`src/design/lsb_regs.vh`:
```
// Register offsets, field positions, reset values and timing counts for the
// status and fault bank. Definitions only.
`ifndef LSB_REGS_VH
`define LSB_REGS_VH

`define LSB_ADDR_W 6
`define LSB_DATA_W 13
// Offsets
`define LSB_OFS_GEN_SETUP 6'h00
`define LSB_OFS_SER_SETUP 6'h01
`define LSB_OFS_MASK_GEN 6'h0C
`define LSB_OFS_MASK_SW 6'h0D
`define LSB_OFS_GRADE 6'h0F
`define LSB_OFS_GEN_STAT 6'h10
`define LSB_OFS_SER_STAT 6'h11
`define LSB_OFS_SHORT 6'h12
`define LSB_OFS_OPEN 6'h13
`define LSB_OFS_THERM 6'h15
`define LSB_OFS_MIN_DUTY 6'h16
`define LSB_OFS_GRP_PHASE 6'h20
`define LSB_OFS_PHASE_BASE 6'h21
// General status bit positions
`define LSB_GS_CRC 10
`define LSB_GS_SETUP 9
`define LSB_GS_DECODE 8
`define LSB_GS_REFSLOW 7
`define LSB_GS_SERERR 6
`define LSB_GS_OPEN 4
`define LSB_GS_SHORT 3
`define LSB_GS_PUMP 2
`define LSB_GS_SHDN 1
`define LSB_GS_WARN 0
// Serial status bit positions
`define LSB_SS_IDLE 8
`define LSB_SS_TIMEOUT 7
`define LSB_SS_CRC 6
`define LSB_SS_SYNC_PAR 5
`define LSB_SS_PL_PAR 4
`define LSB_SS_SYNC_STOP 3
`define LSB_SS_PL_STOP 2
`define LSB_SS_PL_START 1
// Group phase fields
`define LSB_GP_SEL_A 8
`define LSB_GP_SEL_B 9
// Reset values
`define LSB_RST_MIN_DUTY 12'h0010
`define LSB_RST_ZERO 13'h0000
`define LSB_RST_GRP_PHASE 10'h100
// Synchroniser reset: receive line idles high, every other pin idles low
`define LSB_RST_PINS 7'h40
// Timing: bit periods of receive silence, less one, before the timeout flag
`define LSB_TIMEOUT_BITS 16
// Clock source select field in general setup
`define LSB_CLKSEL_LSB 4

`endif

```
`src/design/lsb_status_bank.v`:
```
// Status and fault register bank of a twelve-switch bypass manager.
// Assumes the serial front end decodes frames and hands over a register
// access strobe plus one-cycle error events; analog conditions arrive as pins.
`timescale 1ns/100ps
`default_nettype none
`include "lsb_regs.vh"
module lsb_status_bank #(
  parameter N_SW = 12,
  parameter BIT_CYCLES = 16'd0868,
  parameter IDLE_UNIT = 24'd0100000
) (
  input wire mclk,
  input wire reset_n,
  input wire reg_wr,
  input wire reg_rd,
  input wire [5:0] reg_addr,
  input wire [12:0] reg_wdata,
  output reg [12:0] reg_rdata,
  output reg reg_rvalid,
  input wire rx_in,
  input wire frame_crc_bad,
  input wire sync_parity_bad,
  input wire payload_parity_bad,
  input wire sync_stop_bad,
  input wire payload_stop_bad,
  input wire payload_start_bad,
  input wire otp_crc_mismatch,
  input wire setup_prog_done,
  input wire grade_decode_done,
  input wire [3:0] grade_code,
  input wire ext_ref_slow,
  input wire pump_voltage_low,
  input wire overheat_shutdown,
  input wire overheat_warning,
  input wire [N_SW-1:0] open_detect,
  input wire [N_SW-1:0] short_detect,
  input wire [N_SW-1:0] slew_busy,
  input wire [N_SW*12-1:0] duty_flat,
  input wire [7:0] thermistor_ratio,
  input wire [N_SW-1:0] group_a_members,
  input wire [N_SW-1:0] group_b_members,
  output reg fault_out_n,
  output reg crc_reject,
  output reg idle_safe_state
);
  // ----------------------------------------------------------------------
  // Pin synchronisers
  // ----------------------------------------------------------------------
  reg [6:0] pin_s1_q;
  reg [6:0] pin_s2_q;
  wire rx_s;
  wire ext_slow_s;
  wire pump_low_s;
  wire shdn_s;
  wire warn_s;
  wire decode_done_s;
  wire otp_bad_s;

  always @(posedge mclk or negedge reset_n) begin
    if (!reset_n) begin
      // Idle levels, so no sticky flag latches a false event at release
      pin_s1_q <= `LSB_RST_PINS;
      pin_s2_q <= `LSB_RST_PINS;
    end else begin
      pin_s1_q <= {rx_in, ext_ref_slow, pump_voltage_low, overheat_shutdown,
                   overheat_warning, grade_decode_done, otp_crc_mismatch};
      pin_s2_q <= pin_s1_q;
    end
  end
  assign rx_s = pin_s2_q[6];
  assign ext_slow_s = pin_s2_q[5];
  assign pump_low_s = pin_s2_q[4];
  assign shdn_s = pin_s2_q[3];
  assign warn_s = pin_s2_q[2];
  assign decode_done_s = pin_s2_q[1];
  assign otp_bad_s = pin_s2_q[0];

  // ----------------------------------------------------------------------
  // Writable control registers
  // ----------------------------------------------------------------------
  reg [12:0] gen_setup_q;
  reg [12:0] ser_setup_q;
  reg [12:0] mask_gen_q;
  reg [N_SW-1:0] mask_sw_q;
  reg [11:0] min_duty_q;
  reg [9:0] grp_phase_q;
  wire wr_hit_w;

  function hit;
    input [5:0] a;
    input [5:0] ofs;
    begin
      hit = (a == ofs);
    end
  endfunction

  assign wr_hit_w = reg_wr;

  always @(posedge mclk or negedge reset_n) begin
    if (!reset_n) begin
      gen_setup_q <= `LSB_RST_ZERO;
      ser_setup_q <= `LSB_RST_ZERO;
      mask_gen_q <= `LSB_RST_ZERO;
      mask_sw_q <= {N_SW{1'b0}};
      min_duty_q <= `LSB_RST_MIN_DUTY;
      grp_phase_q <= `LSB_RST_GRP_PHASE;
    end else if (wr_hit_w) begin
      if (hit(reg_addr, `LSB_OFS_GEN_SETUP)) gen_setup_q <= reg_wdata;
      if (hit(reg_addr, `LSB_OFS_SER_SETUP)) ser_setup_q <= reg_wdata;
      if (hit(reg_addr, `LSB_OFS_MASK_GEN)) mask_gen_q <= reg_wdata;
      if (hit(reg_addr, `LSB_OFS_MASK_SW)) mask_sw_q <= reg_wdata[N_SW-1:0];
      if (hit(reg_addr, `LSB_OFS_MIN_DUTY)) min_duty_q <= reg_wdata[11:0];
      if (hit(reg_addr, `LSB_OFS_GRP_PHASE)) grp_phase_q <= reg_wdata[9:0];
    end
  end

  // ----------------------------------------------------------------------
  // Setup pending and group phase write
  // ----------------------------------------------------------------------
  reg setup_pend_q;
  wire [N_SW-1:0] phase_mask_w;
  wire [7:0] phase_rd_w;
  wire grp_wr_w;

  always @(posedge mclk or negedge reset_n) begin
    if (!reset_n) begin
      setup_pend_q <= 1'b0;
    end else if (reg_wr && hit(reg_addr, `LSB_OFS_GEN_SETUP)) begin
      setup_pend_q <= 1'b1;
    end else if (setup_prog_done) begin
      setup_pend_q <= 1'b0;
    end
  end

  // A select of 00 leaves every phase untouched
  assign grp_wr_w = reg_wr && hit(reg_addr, `LSB_OFS_GRP_PHASE);
  assign phase_mask_w = grp_wr_w ?
    (({N_SW{reg_wdata[`LSB_GP_SEL_A]}} & group_a_members) |
     ({N_SW{reg_wdata[`LSB_GP_SEL_B]}} & group_b_members)) : {N_SW{1'b0}};

  lsb_phase_mem #(.N(N_SW)) u_phase (
    .mclk(mclk),
    .reset_n(reset_n),
    .wr_mask(phase_mask_w),
    .wr_data(reg_wdata[7:0]),
    .rd_idx(reg_addr[3:0] - 4'd1),
    .rd_data(phase_rd_w)
  );

  // ----------------------------------------------------------------------
  // Receive line idle timers
  // ----------------------------------------------------------------------
  reg rx_prev_q;
  reg [15:0] bit_cnt_q;
  reg [4:0] silent_bits_q;
  reg [23:0] unit_cnt_q;
  reg [7:0] idle_units_q;
  wire rx_edge_w;
  wire bit_tick_w;
  wire unit_tick_w;
  wire timeout_hit_w;
  wire idle_hit_w;
  wire [7:0] idle_limit_w;

  assign rx_edge_w = rx_s ^ rx_prev_q;
  assign bit_tick_w = (bit_cnt_q == BIT_CYCLES - 16'd1);
  assign unit_tick_w = (unit_cnt_q == IDLE_UNIT - 24'd1);
  assign idle_limit_w = ser_setup_q[7:0];
  assign timeout_hit_w = bit_tick_w && (silent_bits_q == `LSB_TIMEOUT_BITS);
  assign idle_hit_w = unit_tick_w && (idle_limit_w != 8'h00) &&
                      (idle_units_q == idle_limit_w - 8'd1);

  always @(posedge mclk or negedge reset_n) begin
    if (!reset_n) begin
      rx_prev_q <= 1'b1;
      bit_cnt_q <= 16'h0000;
      silent_bits_q <= 5'h00;
      unit_cnt_q <= 24'h00_0000;
      idle_units_q <= 8'h00;
    end else begin
      rx_prev_q <= rx_s;
      if (rx_edge_w) begin
        bit_cnt_q <= 16'h0000;
        silent_bits_q <= 5'h00;
        unit_cnt_q <= 24'h00_0000;
        idle_units_q <= 8'h00;
      end else begin
        bit_cnt_q <= bit_tick_w ? 16'h0000 : bit_cnt_q + 16'd1;
        if (bit_tick_w && silent_bits_q <= `LSB_TIMEOUT_BITS)
          silent_bits_q <= silent_bits_q + 5'd1;
        unit_cnt_q <= unit_tick_w ? 24'h00_0000 : unit_cnt_q + 24'd1;
        if (unit_tick_w && idle_units_q != 8'hFF)
          idle_units_q <= idle_units_q + 8'd1;
      end
    end
  end

  // ----------------------------------------------------------------------
  // Sticky flags; a set in the clearing cycle wins
  // ----------------------------------------------------------------------
  reg [8:1] ser_flags_q;
  reg [N_SW-1:0] short_q;
  reg [N_SW-1:0] open_q;
  reg shdn_q;
  reg warn_q;
  reg crc_err_q;
  wire [8:1] ser_set_w;
  wire [N_SW-1:0] short_set_w;
  wire [N_SW-1:0] clr_short_w;
  wire [N_SW-1:0] clr_open_w;
  wire [8:1] clr_ser_w;
  wire clr_gen_w;
  genvar g;

  assign ser_set_w = {idle_hit_w, timeout_hit_w, frame_crc_bad,
                      sync_parity_bad, payload_parity_bad,
                      sync_stop_bad, payload_stop_bad, payload_start_bad};
  assign clr_ser_w = (reg_wr && hit(reg_addr, `LSB_OFS_SER_STAT)) ?
                     reg_wdata[8:1] : 8'h00;
  assign clr_short_w = (reg_wr && hit(reg_addr, `LSB_OFS_SHORT)) ?
                       reg_wdata[N_SW-1:0] : {N_SW{1'b0}};
  assign clr_open_w = (reg_wr && hit(reg_addr, `LSB_OFS_OPEN)) ?
                      reg_wdata[N_SW-1:0] : {N_SW{1'b0}};
  assign clr_gen_w = reg_wr && hit(reg_addr, `LSB_OFS_GEN_STAT);

  generate
    for (g = 0; g < N_SW; g = g + 1) begin : g_short
      // Below minimum duty or still slewing the switch voltage is not settled
      assign short_set_w[g] = short_detect[g] && !slew_busy[g] &&
                              (duty_flat[g*12 +: 12] >= min_duty_q);
    end
  endgenerate

  always @(posedge mclk or negedge reset_n) begin
    if (!reset_n) begin
      ser_flags_q <= 8'h00;
      short_q <= {N_SW{1'b0}};
      open_q <= {N_SW{1'b0}};
      shdn_q <= 1'b0;
      warn_q <= 1'b0;
      crc_err_q <= 1'b0;
      crc_reject <= 1'b0;
      idle_safe_state <= 1'b0;
    end else begin
      ser_flags_q <= (ser_flags_q & ~clr_ser_w) | ser_set_w;
      short_q <= (short_q & ~clr_short_w) | short_set_w;
      open_q <= (open_q & ~clr_open_w) | open_detect;
      shdn_q <= (shdn_q & ~(clr_gen_w & reg_wdata[`LSB_GS_SHDN])) | shdn_s;
      warn_q <= (warn_q & ~(clr_gen_w & reg_wdata[`LSB_GS_WARN])) | warn_s;
      crc_err_q <= crc_err_q | otp_bad_s;
      crc_reject <= frame_crc_bad;
      if (timeout_hit_w)
        idle_safe_state <= 1'b1;
      else if (rx_edge_w)
        idle_safe_state <= 1'b0;
    end
  end

  // ----------------------------------------------------------------------
  // General status word and fault output
  // ----------------------------------------------------------------------
  reg [12:0] gen_stat_w;
  wire ref_in_used_w;

  assign ref_in_used_w = gen_setup_q[`LSB_CLKSEL_LSB + 1];

  always @* begin
    gen_stat_w = `LSB_RST_ZERO;
    gen_stat_w[`LSB_GS_CRC] = crc_err_q;
    gen_stat_w[`LSB_GS_SETUP] = setup_pend_q;
    gen_stat_w[`LSB_GS_DECODE] = !decode_done_s;
    gen_stat_w[`LSB_GS_REFSLOW] = ref_in_used_w && ext_slow_s;
    gen_stat_w[`LSB_GS_SERERR] = |ser_flags_q;
    gen_stat_w[`LSB_GS_OPEN] = |open_q;
    gen_stat_w[`LSB_GS_SHORT] = |short_q;
    gen_stat_w[`LSB_GS_PUMP] = pump_low_s;
    gen_stat_w[`LSB_GS_SHDN] = shdn_q;
    gen_stat_w[`LSB_GS_WARN] = warn_q;
  end

  always @(posedge mclk or negedge reset_n) begin
    if (!reset_n) begin
      fault_out_n <= 1'b1;
    end else begin
      // Per-switch mask removes unpopulated positions; bits 10, 9 never fault
      fault_out_n <= !((gen_stat_w[`LSB_GS_DECODE] && !mask_gen_q[1]) ||
                       (gen_stat_w[`LSB_GS_REFSLOW]) ||
                       (gen_stat_w[`LSB_GS_SERERR] && !mask_gen_q[6]) ||
                       (|(open_q & ~mask_sw_q) && !mask_gen_q[4]) ||
                       (|(short_q & ~mask_sw_q) && !mask_gen_q[3]) ||
                       (pump_low_s && !mask_gen_q[2]) ||
                       shdn_q ||
                       (warn_q && !mask_gen_q[0]));
    end
  end

  // ----------------------------------------------------------------------
  // Read path
  // ----------------------------------------------------------------------
  reg [12:0] rd_mux_w;
  reg phase_rd_q;

  always @* begin
    case (reg_addr)
      `LSB_OFS_GEN_SETUP: rd_mux_w = gen_setup_q;
      `LSB_OFS_SER_SETUP: rd_mux_w = ser_setup_q;
      `LSB_OFS_MASK_GEN: rd_mux_w = mask_gen_q;
      `LSB_OFS_MASK_SW: rd_mux_w = {1'b0, mask_sw_q};
      `LSB_OFS_GRADE: rd_mux_w = {9'h000, grade_code};
      `LSB_OFS_GEN_STAT: rd_mux_w = gen_stat_w;
      `LSB_OFS_SER_STAT: rd_mux_w = {4'h0, ser_flags_q, 1'b0};
      `LSB_OFS_SHORT: rd_mux_w = {1'b0, short_q};
      `LSB_OFS_OPEN: rd_mux_w = {1'b0, open_q};
      `LSB_OFS_THERM: rd_mux_w = {5'h00, thermistor_ratio};
      `LSB_OFS_MIN_DUTY: rd_mux_w = {1'b0, min_duty_q};
      `LSB_OFS_GRP_PHASE: rd_mux_w = {3'h0, grp_phase_q};
      default: rd_mux_w = 13'h0000;
    endcase
  end

  // Phase words come from the memory one cycle later, so phase reads answer
  // two edges after the strobe and every other read one edge after it.
  always @(posedge mclk or negedge reset_n) begin
    if (!reset_n) begin
      reg_rdata <= 13'h0000;
      reg_rvalid <= 1'b0;
      phase_rd_q <= 1'b0;
    end else begin
      phase_rd_q <= reg_rd && (reg_addr >= `LSB_OFS_PHASE_BASE) &&
                    (reg_addr < `LSB_OFS_PHASE_BASE + 6'd12);
      reg_rvalid <= phase_rd_q || (reg_rd && !((reg_addr >= `LSB_OFS_PHASE_BASE) &&
                    (reg_addr < `LSB_OFS_PHASE_BASE + 6'd12)));
      if (phase_rd_q)
        reg_rdata <= {5'h00, phase_rd_w};
      else if (reg_rd)
        reg_rdata <= rd_mux_w;
    end
  end
endmodule // lsb_status_bank
`default_nettype wire

```
`src/design/lsb_phase_mem.v`:
```
// Per-switch phase memory: twelve 8-bit words with registered read data.
// Assumes a single clock; group write updates every word whose mask bit is set.
`timescale 1ns/100ps
`default_nettype none
module lsb_phase_mem #(
  parameter N = 12
) (
  input wire mclk,
  input wire reset_n,
  input wire [N-1:0] wr_mask,
  input wire [7:0] wr_data,
  input wire [3:0] rd_idx,
  output reg [7:0] rd_data
);
  reg [7:0] mem_q [0:N-1];
  integer i;

  always @(posedge mclk or negedge reset_n) begin
    if (!reset_n) begin
      for (i = 0; i < N; i = i + 1) begin
        mem_q[i] <= 8'h00;
      end
      rd_data <= 8'h00;
    end else begin
      for (i = 0; i < N; i = i + 1) begin
        if (wr_mask[i]) begin
          mem_q[i] <= wr_data;
        end
      end
      rd_data <= (rd_idx < N) ? mem_q[rd_idx] : 8'h00;
    end
  end
endmodule // lsb_phase_mem
`default_nettype wire

```
`config.mk`:
```
export PLATFORM = sky130hd
export DESIGN_NAME = lsb_status_bank
export DESIGN_NICKNAME = d
export VERILOG_FILES = /design/src/design/lsb_status_bank.v /design/src/design/lsb_phase_mem.v
export VERILOG_INCLUDE_DIRS = /design/src /design/src/design
export SDC_FILE = /design/constraint.sdc
export NUM_CORES = 1
export LEC_CHECK = 0
export BUFFER_PORTS_ARGS = -buffer_cell sky130_fd_sc_hd__buf_2
export CORE_ASPECT_RATIO = 1.4
export CORE_MARGIN = 4
export CORE_UTILIZATION = 26
export DETAILED_ROUTE_END_ITERATION = 7
export PLACE_DENSITY = 0.39
export SLEW_MARGIN = 25
export SYNTH_ARGS = -nofsm -noshare
export SYNTH_HDL_FRONTEND = slang
export SYNTH_SLANG_ARGS = --single-unit
export TNS_END_PERCENT = 5
```
`constraint.sdc`:
```
create_clock -name mclk -period 2.7 [get_ports mclk]
set_clock_uncertainty 0.05 [all_clocks]
set_input_delay 0.27 -clock mclk [delete_from_list [all_inputs] [get_ports mclk]]
set_output_delay 0.27 -clock mclk [all_outputs]
set_load 0.02 [all_outputs]
```
After elaboration in Yosys (flattened, before gate mapping)
Cells that the tools add are included.
{"block": "word_totals", "ff_bits": 299, "latch_bits": 0, "ram_bits": 0, "romBits": 0, "inputBits": 253, "out_inout_bits": 17, "wordCells": 220, "memories": 0}
{"block": "classes", "addsub": 6, "multipliers": 0, "div_mod_pow": 0, "n_lt_le_gt_ge": 17, "eq_ne": 16, "n_shift": 0, "muxes": 23, "bitwise_logic": 26, "reduce_logical": 93}
{"op": "$pmux 13 s12", "n": 1}
{"op": "$ge 12x12->1", "n": 12}
{"op": "$and 12x12->12", "n": 6}
{"op": "$mux 24", "n": 2}
{"op": "$mux 8", "n": 6}
{"op": "$reduce_or 12->1", "n": 4}
{"op": "$logic_and 1x1->1", "n": 46}
{"op": "$eq 6x5->1 const B", "n": 6}
{"op": "$mux 12", "n": 3}
{"op": "$not 12->12", "n": 3}
{"op": "$or 12x12->12", "n": 3}
{"op": "$bmux 8 s4", "n": 1}
{"op": "$mux 16", "n": 2}
{"op": "$mux 13", "n": 2}
{"op": "$add 24x1->24 const B", "n": 1}
{"op": "$eq 24x17->1 const B", "n": 1}
{"op": "$logic_not 1->1", "n": 21}
{"op": "$eq 6x4->1 const B", "n": 3}
{"op": "$add 16x1->16 const B", "n": 1}
{"op": "$eq 16x10->1 const B", "n": 1}
{"op": "$reduce_and 2->1", "n": 6}
{"op": "$mux 5", "n": 2}
{"op": "$reduce_bool 2->1", "n": 5}
{"op": "$add 8x1->8 const B", "n": 1}
{"op": "26 further kinds", "n": 42}

Logic depth before layout (Yosys ltp)
{"block": "depth", "depth_word": 10, "depth_mapped": 11, "depth_no_buf": 8}

Cells and area by module
A second synthesis with hierarchy kept.
{"block": "hier_totals", "hier_cells": 1474, "area_unflattened_um2": 16896.2}
{"module": "lsb_status_bank", "n_inst": 1, "cells_each": 1196, "area_each_um2": 12373.1, "seq_area_each_um2": 4887.2}
{"module": "lsb_phase_mem", "n_inst": 1, "cells_each": 278, "area_each_um2": 4523.1, "seq_area_each_um2": 2602.5}

Worst setup path before layout
Ideal clock, no wire load.
{"block": "synth_path", "path_kind": "input -> register", "from": "input port reg_addr[0]", "to": "register reg_rdata[6]", "setup_ns": 0.126, "t_arrival_ns": 2.705, "t_required_ns": 2.524, "setup_slack_ns": -0.181, "path_stages": 11, "n_path_buf": 3, "path_cell_list": "clkbuf_1 buf_2 inv_1 ha_1 or3b_4 o311ai_0 a2111oi_0 or3_1 buf_2 a31oi_1 a221o_1"}
{"block": "synth_between", "elab_chain_cells": 4, "elab_cells_between_ends": 15, "cone_classes": "eq/ne (11); mux (3); reduce/logical (1)"}
{"element": "start, declared", "line_no": "lsb_status_bank.v:16", "source": "input wire [5:0] reg_addr,"}
{"element": "$eq 6x6->1 (tied with other cells)", "line_no": "lsb_status_bank.v:304", "source": "case (reg_addr)"}
{"element": "$pmux 13 s12 (*)", "line_no": "lsb_status_bank.v:304"}
{"element": "$mux 13 (*)", "line_no": "lsb_status_bank.v:335", "source": "else if (reg_rd)"}
{"element": "$mux 13 (*)", "line_no": "lsb_status_bank.v:333", "source": "if (phase_rd_q)"}
{"element": "end signal, assigned", "line_no": "lsb_status_bank.v:334", "source": "reg_rdata <= {5'h00, phase_rd_w};"}
{"element": "end signal, assigned", "line_no": "lsb_status_bank.v:336", "source": "reg_rdata <= rd_mux_w;"}
{"element": "end, declared", "line_no": "lsb_status_bank.v:18", "source": "output reg [12:0] reg_rdata,"}
Every way passes the cells marked *; elsewhere a longest branch is shown, timed or not. The select of a mux whose other input is x is not followed.
A chain may end at the register's enable or synchronous reset.

Worst setup path in the final report
{"block": "layout_path", "from": "register min_duty_q[4]", "to": "register short_q[9]"}
{"block": "layout_between", "elab_chain_cells": 3}
{"element": "start, declared", "line_no": "lsb_status_bank.v:85", "source": "reg [11:0] min_duty_q;"}
{"element": "start signal, assigned", "line_no": "lsb_status_bank.v:105", "source": "min_duty_q <= `LSB_RST_MIN_DUTY;"}
{"element": "start signal, assigned", "line_no": "lsb_status_bank.v:112", "source": "if (hit(reg_addr, `LSB_OFS_MIN_DUTY)) min_duty_q <= reg_wdata[11:0];"}
{"element": "$ge 12x12->1", "line_no": "lsb_status_bank.v:230", "source": "(duty_flat[g*12 +: 12] >= min_duty_q);"}
{"element": "$logic_and 1x1->1", "line_no": "lsb_status_bank.v:229", "source": "assign short_set_w[g] = short_detect[g] && !slew_busy[g] &&"}
{"element": "$or 12x12->12", "line_no": "lsb_status_bank.v:246", "source": "short_q <= (short_q & ~clr_short_w) | short_set_w;"}
{"element": "end signal, assigned", "line_no": "lsb_status_bank.v:237", "source": "short_q <= {N_SW{1'b0}};"}
{"element": "end signal, assigned", "line_no": "lsb_status_bank.v:246"}
{"element": "end, declared", "line_no": "lsb_status_bank.v:202", "source": "reg [N_SW-1:0] short_q;"}
No other way between the ends.

==> results.toml <==
[critical_path]
required_time_at_the_endpoint_of_the_critical_path_ns = 3.05
max_fo_critical_path = 12
worst_case_reg_to_reg_path_depth = 7
path_class = "flop to flop"
timing.reg2reg.setup_slack_ns = 0.25
critical_path_end_type = "flop"
regToRegEndpoint = "short_q[9]"
rr_startpoint = "min_duty_q[4]"
cp_data_arrival_time_ns = 2.81
cp-start-kind = "flop"
crit_path_start = "min_duty_q[4]"
crit_path_end = "short_q[9]"

[global_route]
global_route.usage.total_pct = 17.59
grt_pass1_wl_um = 94360
gr-total-overflow = 0
grt_pass1_vias = 14620
grt_antenna_before_repair = 5
grt_start_max_net_pins = 80

[yosys]
synth_area_leader_cell = "dfrtp_1"
synth_edf_count = 0
seq_area_frac_synth_pct = 43.09
synthMostInstantiatedCell = "dfrtp_1"
async_flop_share_pct = 100.0
synth.ff_latch_count = 299
yosysTopAreaCellShare_pct = 42.18
synth.area.top_cells = "dfrtp_1, ha_1, mux2_4, mux2_2, a21o_1"
synth_ff_type = "dfrtp_1"
postSynthNetCount = 1899
netlist_area_mm2 = 0.01738
yosysWarningCount = 0
synthCells = 1490
synth_cell_type_count = 60
postSynthAreaPerCell_um2 = 11.67
synth_common_cells = "dfrtp_1, ha_1, mux2_2"

[floorplan]
dieWidth_um = 226.5
dieArea_mm2 = 0.07111
rows = 111
dieHeight_um = 313.9
floorplan.initialDensity_pct = 26.40
floorplan.io_pins = 270
placeableCoreArea_mm2 = 0.06583

[timing]
setup_viol = 0
worst_pin_slew_ns = 0.7814
tns_ns = 0
final-max-slew-violation-count = 0
timing_hold_violations_final = 0
final_critical_path_setup_slack_ns = 0.2467
final_min_period_over_clock_period_pct = 90.86
maxSlewHeadroom_pct = 47.91
max_freq_ghz = 0.4076
rsz_0062_raised_after_global_routing = "no"
final.min_clock_period_ns = 2.453

[final_layout]
design.final.nets = 2235
multi_input_area_mm2 = 0.009355
final_layout_size_suffix_gt1_share_pct = 32.29
fillCellCount = 6813
flow.area_growth_from_synthesis_pct = 24.54
utilization_after_layout_pct = 32.88
seq_area_mm2 = 0.007491
finish.cell_count_without_fillers = 2698

[clock_tree]
clk_transition_reported_paths_ns = 0.07
htree_num_levels = 2
cts_tree = "done"
clk_latency_ns = 0.53
post-cts-setup-buffer-count = 0
cts.path.max_buffers = 3
cts.sinks = 299
cts_inserted_buffers = 35
clk_root_buffer_cell = "clkbuf_16"

[pwr]
switching_power_mw = 3.449
power.total_mw = 12.39
power_leakage_nw = 10.32
p_seq_share_pct = 41.0
pwr-share-clk_pct = 41.3
irDropWorstVdd_mv = 0.3430
p_sw_share_pct = 27.83
comb_power_share_pct = 17.8
pwr_density_cell_mw_per_mm2 = 572.5
intPower_mw = 8.943

[routing]
drc = 0
vias = 13410
routed_via_density = 4.970
drt_first_iter_violations = 831
firstDrtPassIters = 5
routed_wl_um = 63230
antenna_left = 0
avgRoutedWirePerCell_um = 23.44

[hold_path]
timing.hold.worst.start = "slew_busy[0]"
hold_path_class = "input port to flop"

[placed_design]
numPortBuffers = 269
post-dp-hpwl_um = 47150
place.detailed.instances = 2593
pre_cts_ws_ns = 0.04902
gpl.final_weighted_congestion = 0.8538

[status]
status = "complete, no violations"

[run]
max_cap_viol_count = 0
[routing by layer]
metal	part of all wire, %	GRT usage, %	up-vias	wire [um]
li1	-	-	6221	-
met1	41	21.35	6687	25990
met2	51	31.86	385	32300
met3	4.4	2.550	113	2751
met4	3.5	5.689	2	2184
met5	0.011	0	-	7
[critical path, stage by stage (launching register included)]
cell      delay, ns
dfstp_2        0.56
inv_1          0.30
ha_1           0.41
nand4_1        0.09
nor2_1         0.04
a221oi_1       0.24
o21ai_0        0.28
a32o_1         0.35
[placed cells by master (no fill, tap or decap), drive strengths merged, types with 3 or more instances in the layout]
cell         count
buf            321
nor4b            4
dlygate4sd3     43
a21o            73
nor2            66
nor3            13
nand2b          18
inv             66
ha             156
mux2           169
and2            16
a31oi           14
and4             6
o21ai           41
xor2            35
a22o            29
bufinv           7
and3            15
nor4            16
a22oi           25
dfrtp          293
dfstp            6
clkinv          11
nand3           32
a32o            13
a221oi          32
mux2i           10
clkbuf          40
or3              7
a2111oi          3
a221o            6
xnor2           15
nand2           99
nand4           37
o22ai            5
mux4            24
nand3b           4
a21oi           54
[through the flow]
stage	hold slack [ns]	cell area, um^2
after floorplan	-0.07559	17390
after global placement	0.2773	20000
after detailed placement	0.2812	20000
after CTS	0.002343	21640
after global routing	0.02289	21650
final	0.02172	21650
[state kept, by name (all words and copies together) (netlist names), 10 cells and up]
signal and count:
bit_cnt_q 16, reg_rdata 13, u_phase.mem_q 96, mask_sw_q 12, gen_setup_q 13, ser_setup_q 13, grp_phase_q 10, open_q 12
unit_cnt_q 24, min_duty_q 12, short_q 12, mask_gen_q 13
[how the worst min path moves through the flow]
stage / end / slack [ns] / depth (start not counted)
after floorplan: bit_cnt_q[0] / -0.08 / 0
after global placement: bit_cnt_q[2] / 0.28 / 1
after detailed placement: bit_cnt_q[0] / 0.28 / 1
after CTS: short_q[0] / 0.002 / 3
after global routing: short_q[10] / 0.02 / 3
final: short_q[0] / 0.02 / 3
[cells by family (layout without fill, tap and decap cells)]
logic type      after synthesis  count (layout)  synth area share [%]
simple gates                344             344                 11.07
compound gates              307             307                 12.63
flops                       299             299                 43.09
mux                         203             203                 16.36
fa+ha+maj                   156             156                 11.23
buf+inv                     131             490                 3.095
xor+xnor                     50              50                 2.519
other cells                   0               2                     0
[cell type report]
class | count | area share [%]
Multi-Input combinational cell | 1060 | 43.22
Sequential cell | 299 | 34.60
Timing Repair Buffer | 364 | 10.52
Tap cell | 847 | 4.896
Clock buffer | 40 | 4.179
Clock inverter | 20 | 1.416
Inverter | 66 | 1.144
Antenna cell | 2 | 0.02312
[power by group through the flow]
| stage | logic, mW | registers, mW | clock network (mW) |
|---|---|---|---|
| finish | 2.20 | 5.08 | 5.11 |
| global route | 2.49 | 5.11 | 5.46 |
| CTS | 2.25 | 5.08 | 5.30 |
| detailed placement | 2.18 | 5.16 | 0 |
| global placement | 2.12 | 5.16 | 0 |
| floorplan | 1.32 | 5.03 | 0 |
[repair_timing]
item / CTS / global route
hold endpoints to repair: 116 / 0
resized for setup: 0 / 1
endpoints found under the setup margin: 0 / 3
hold buffers: 43 / 0
(Power assumes the default switching activity.)
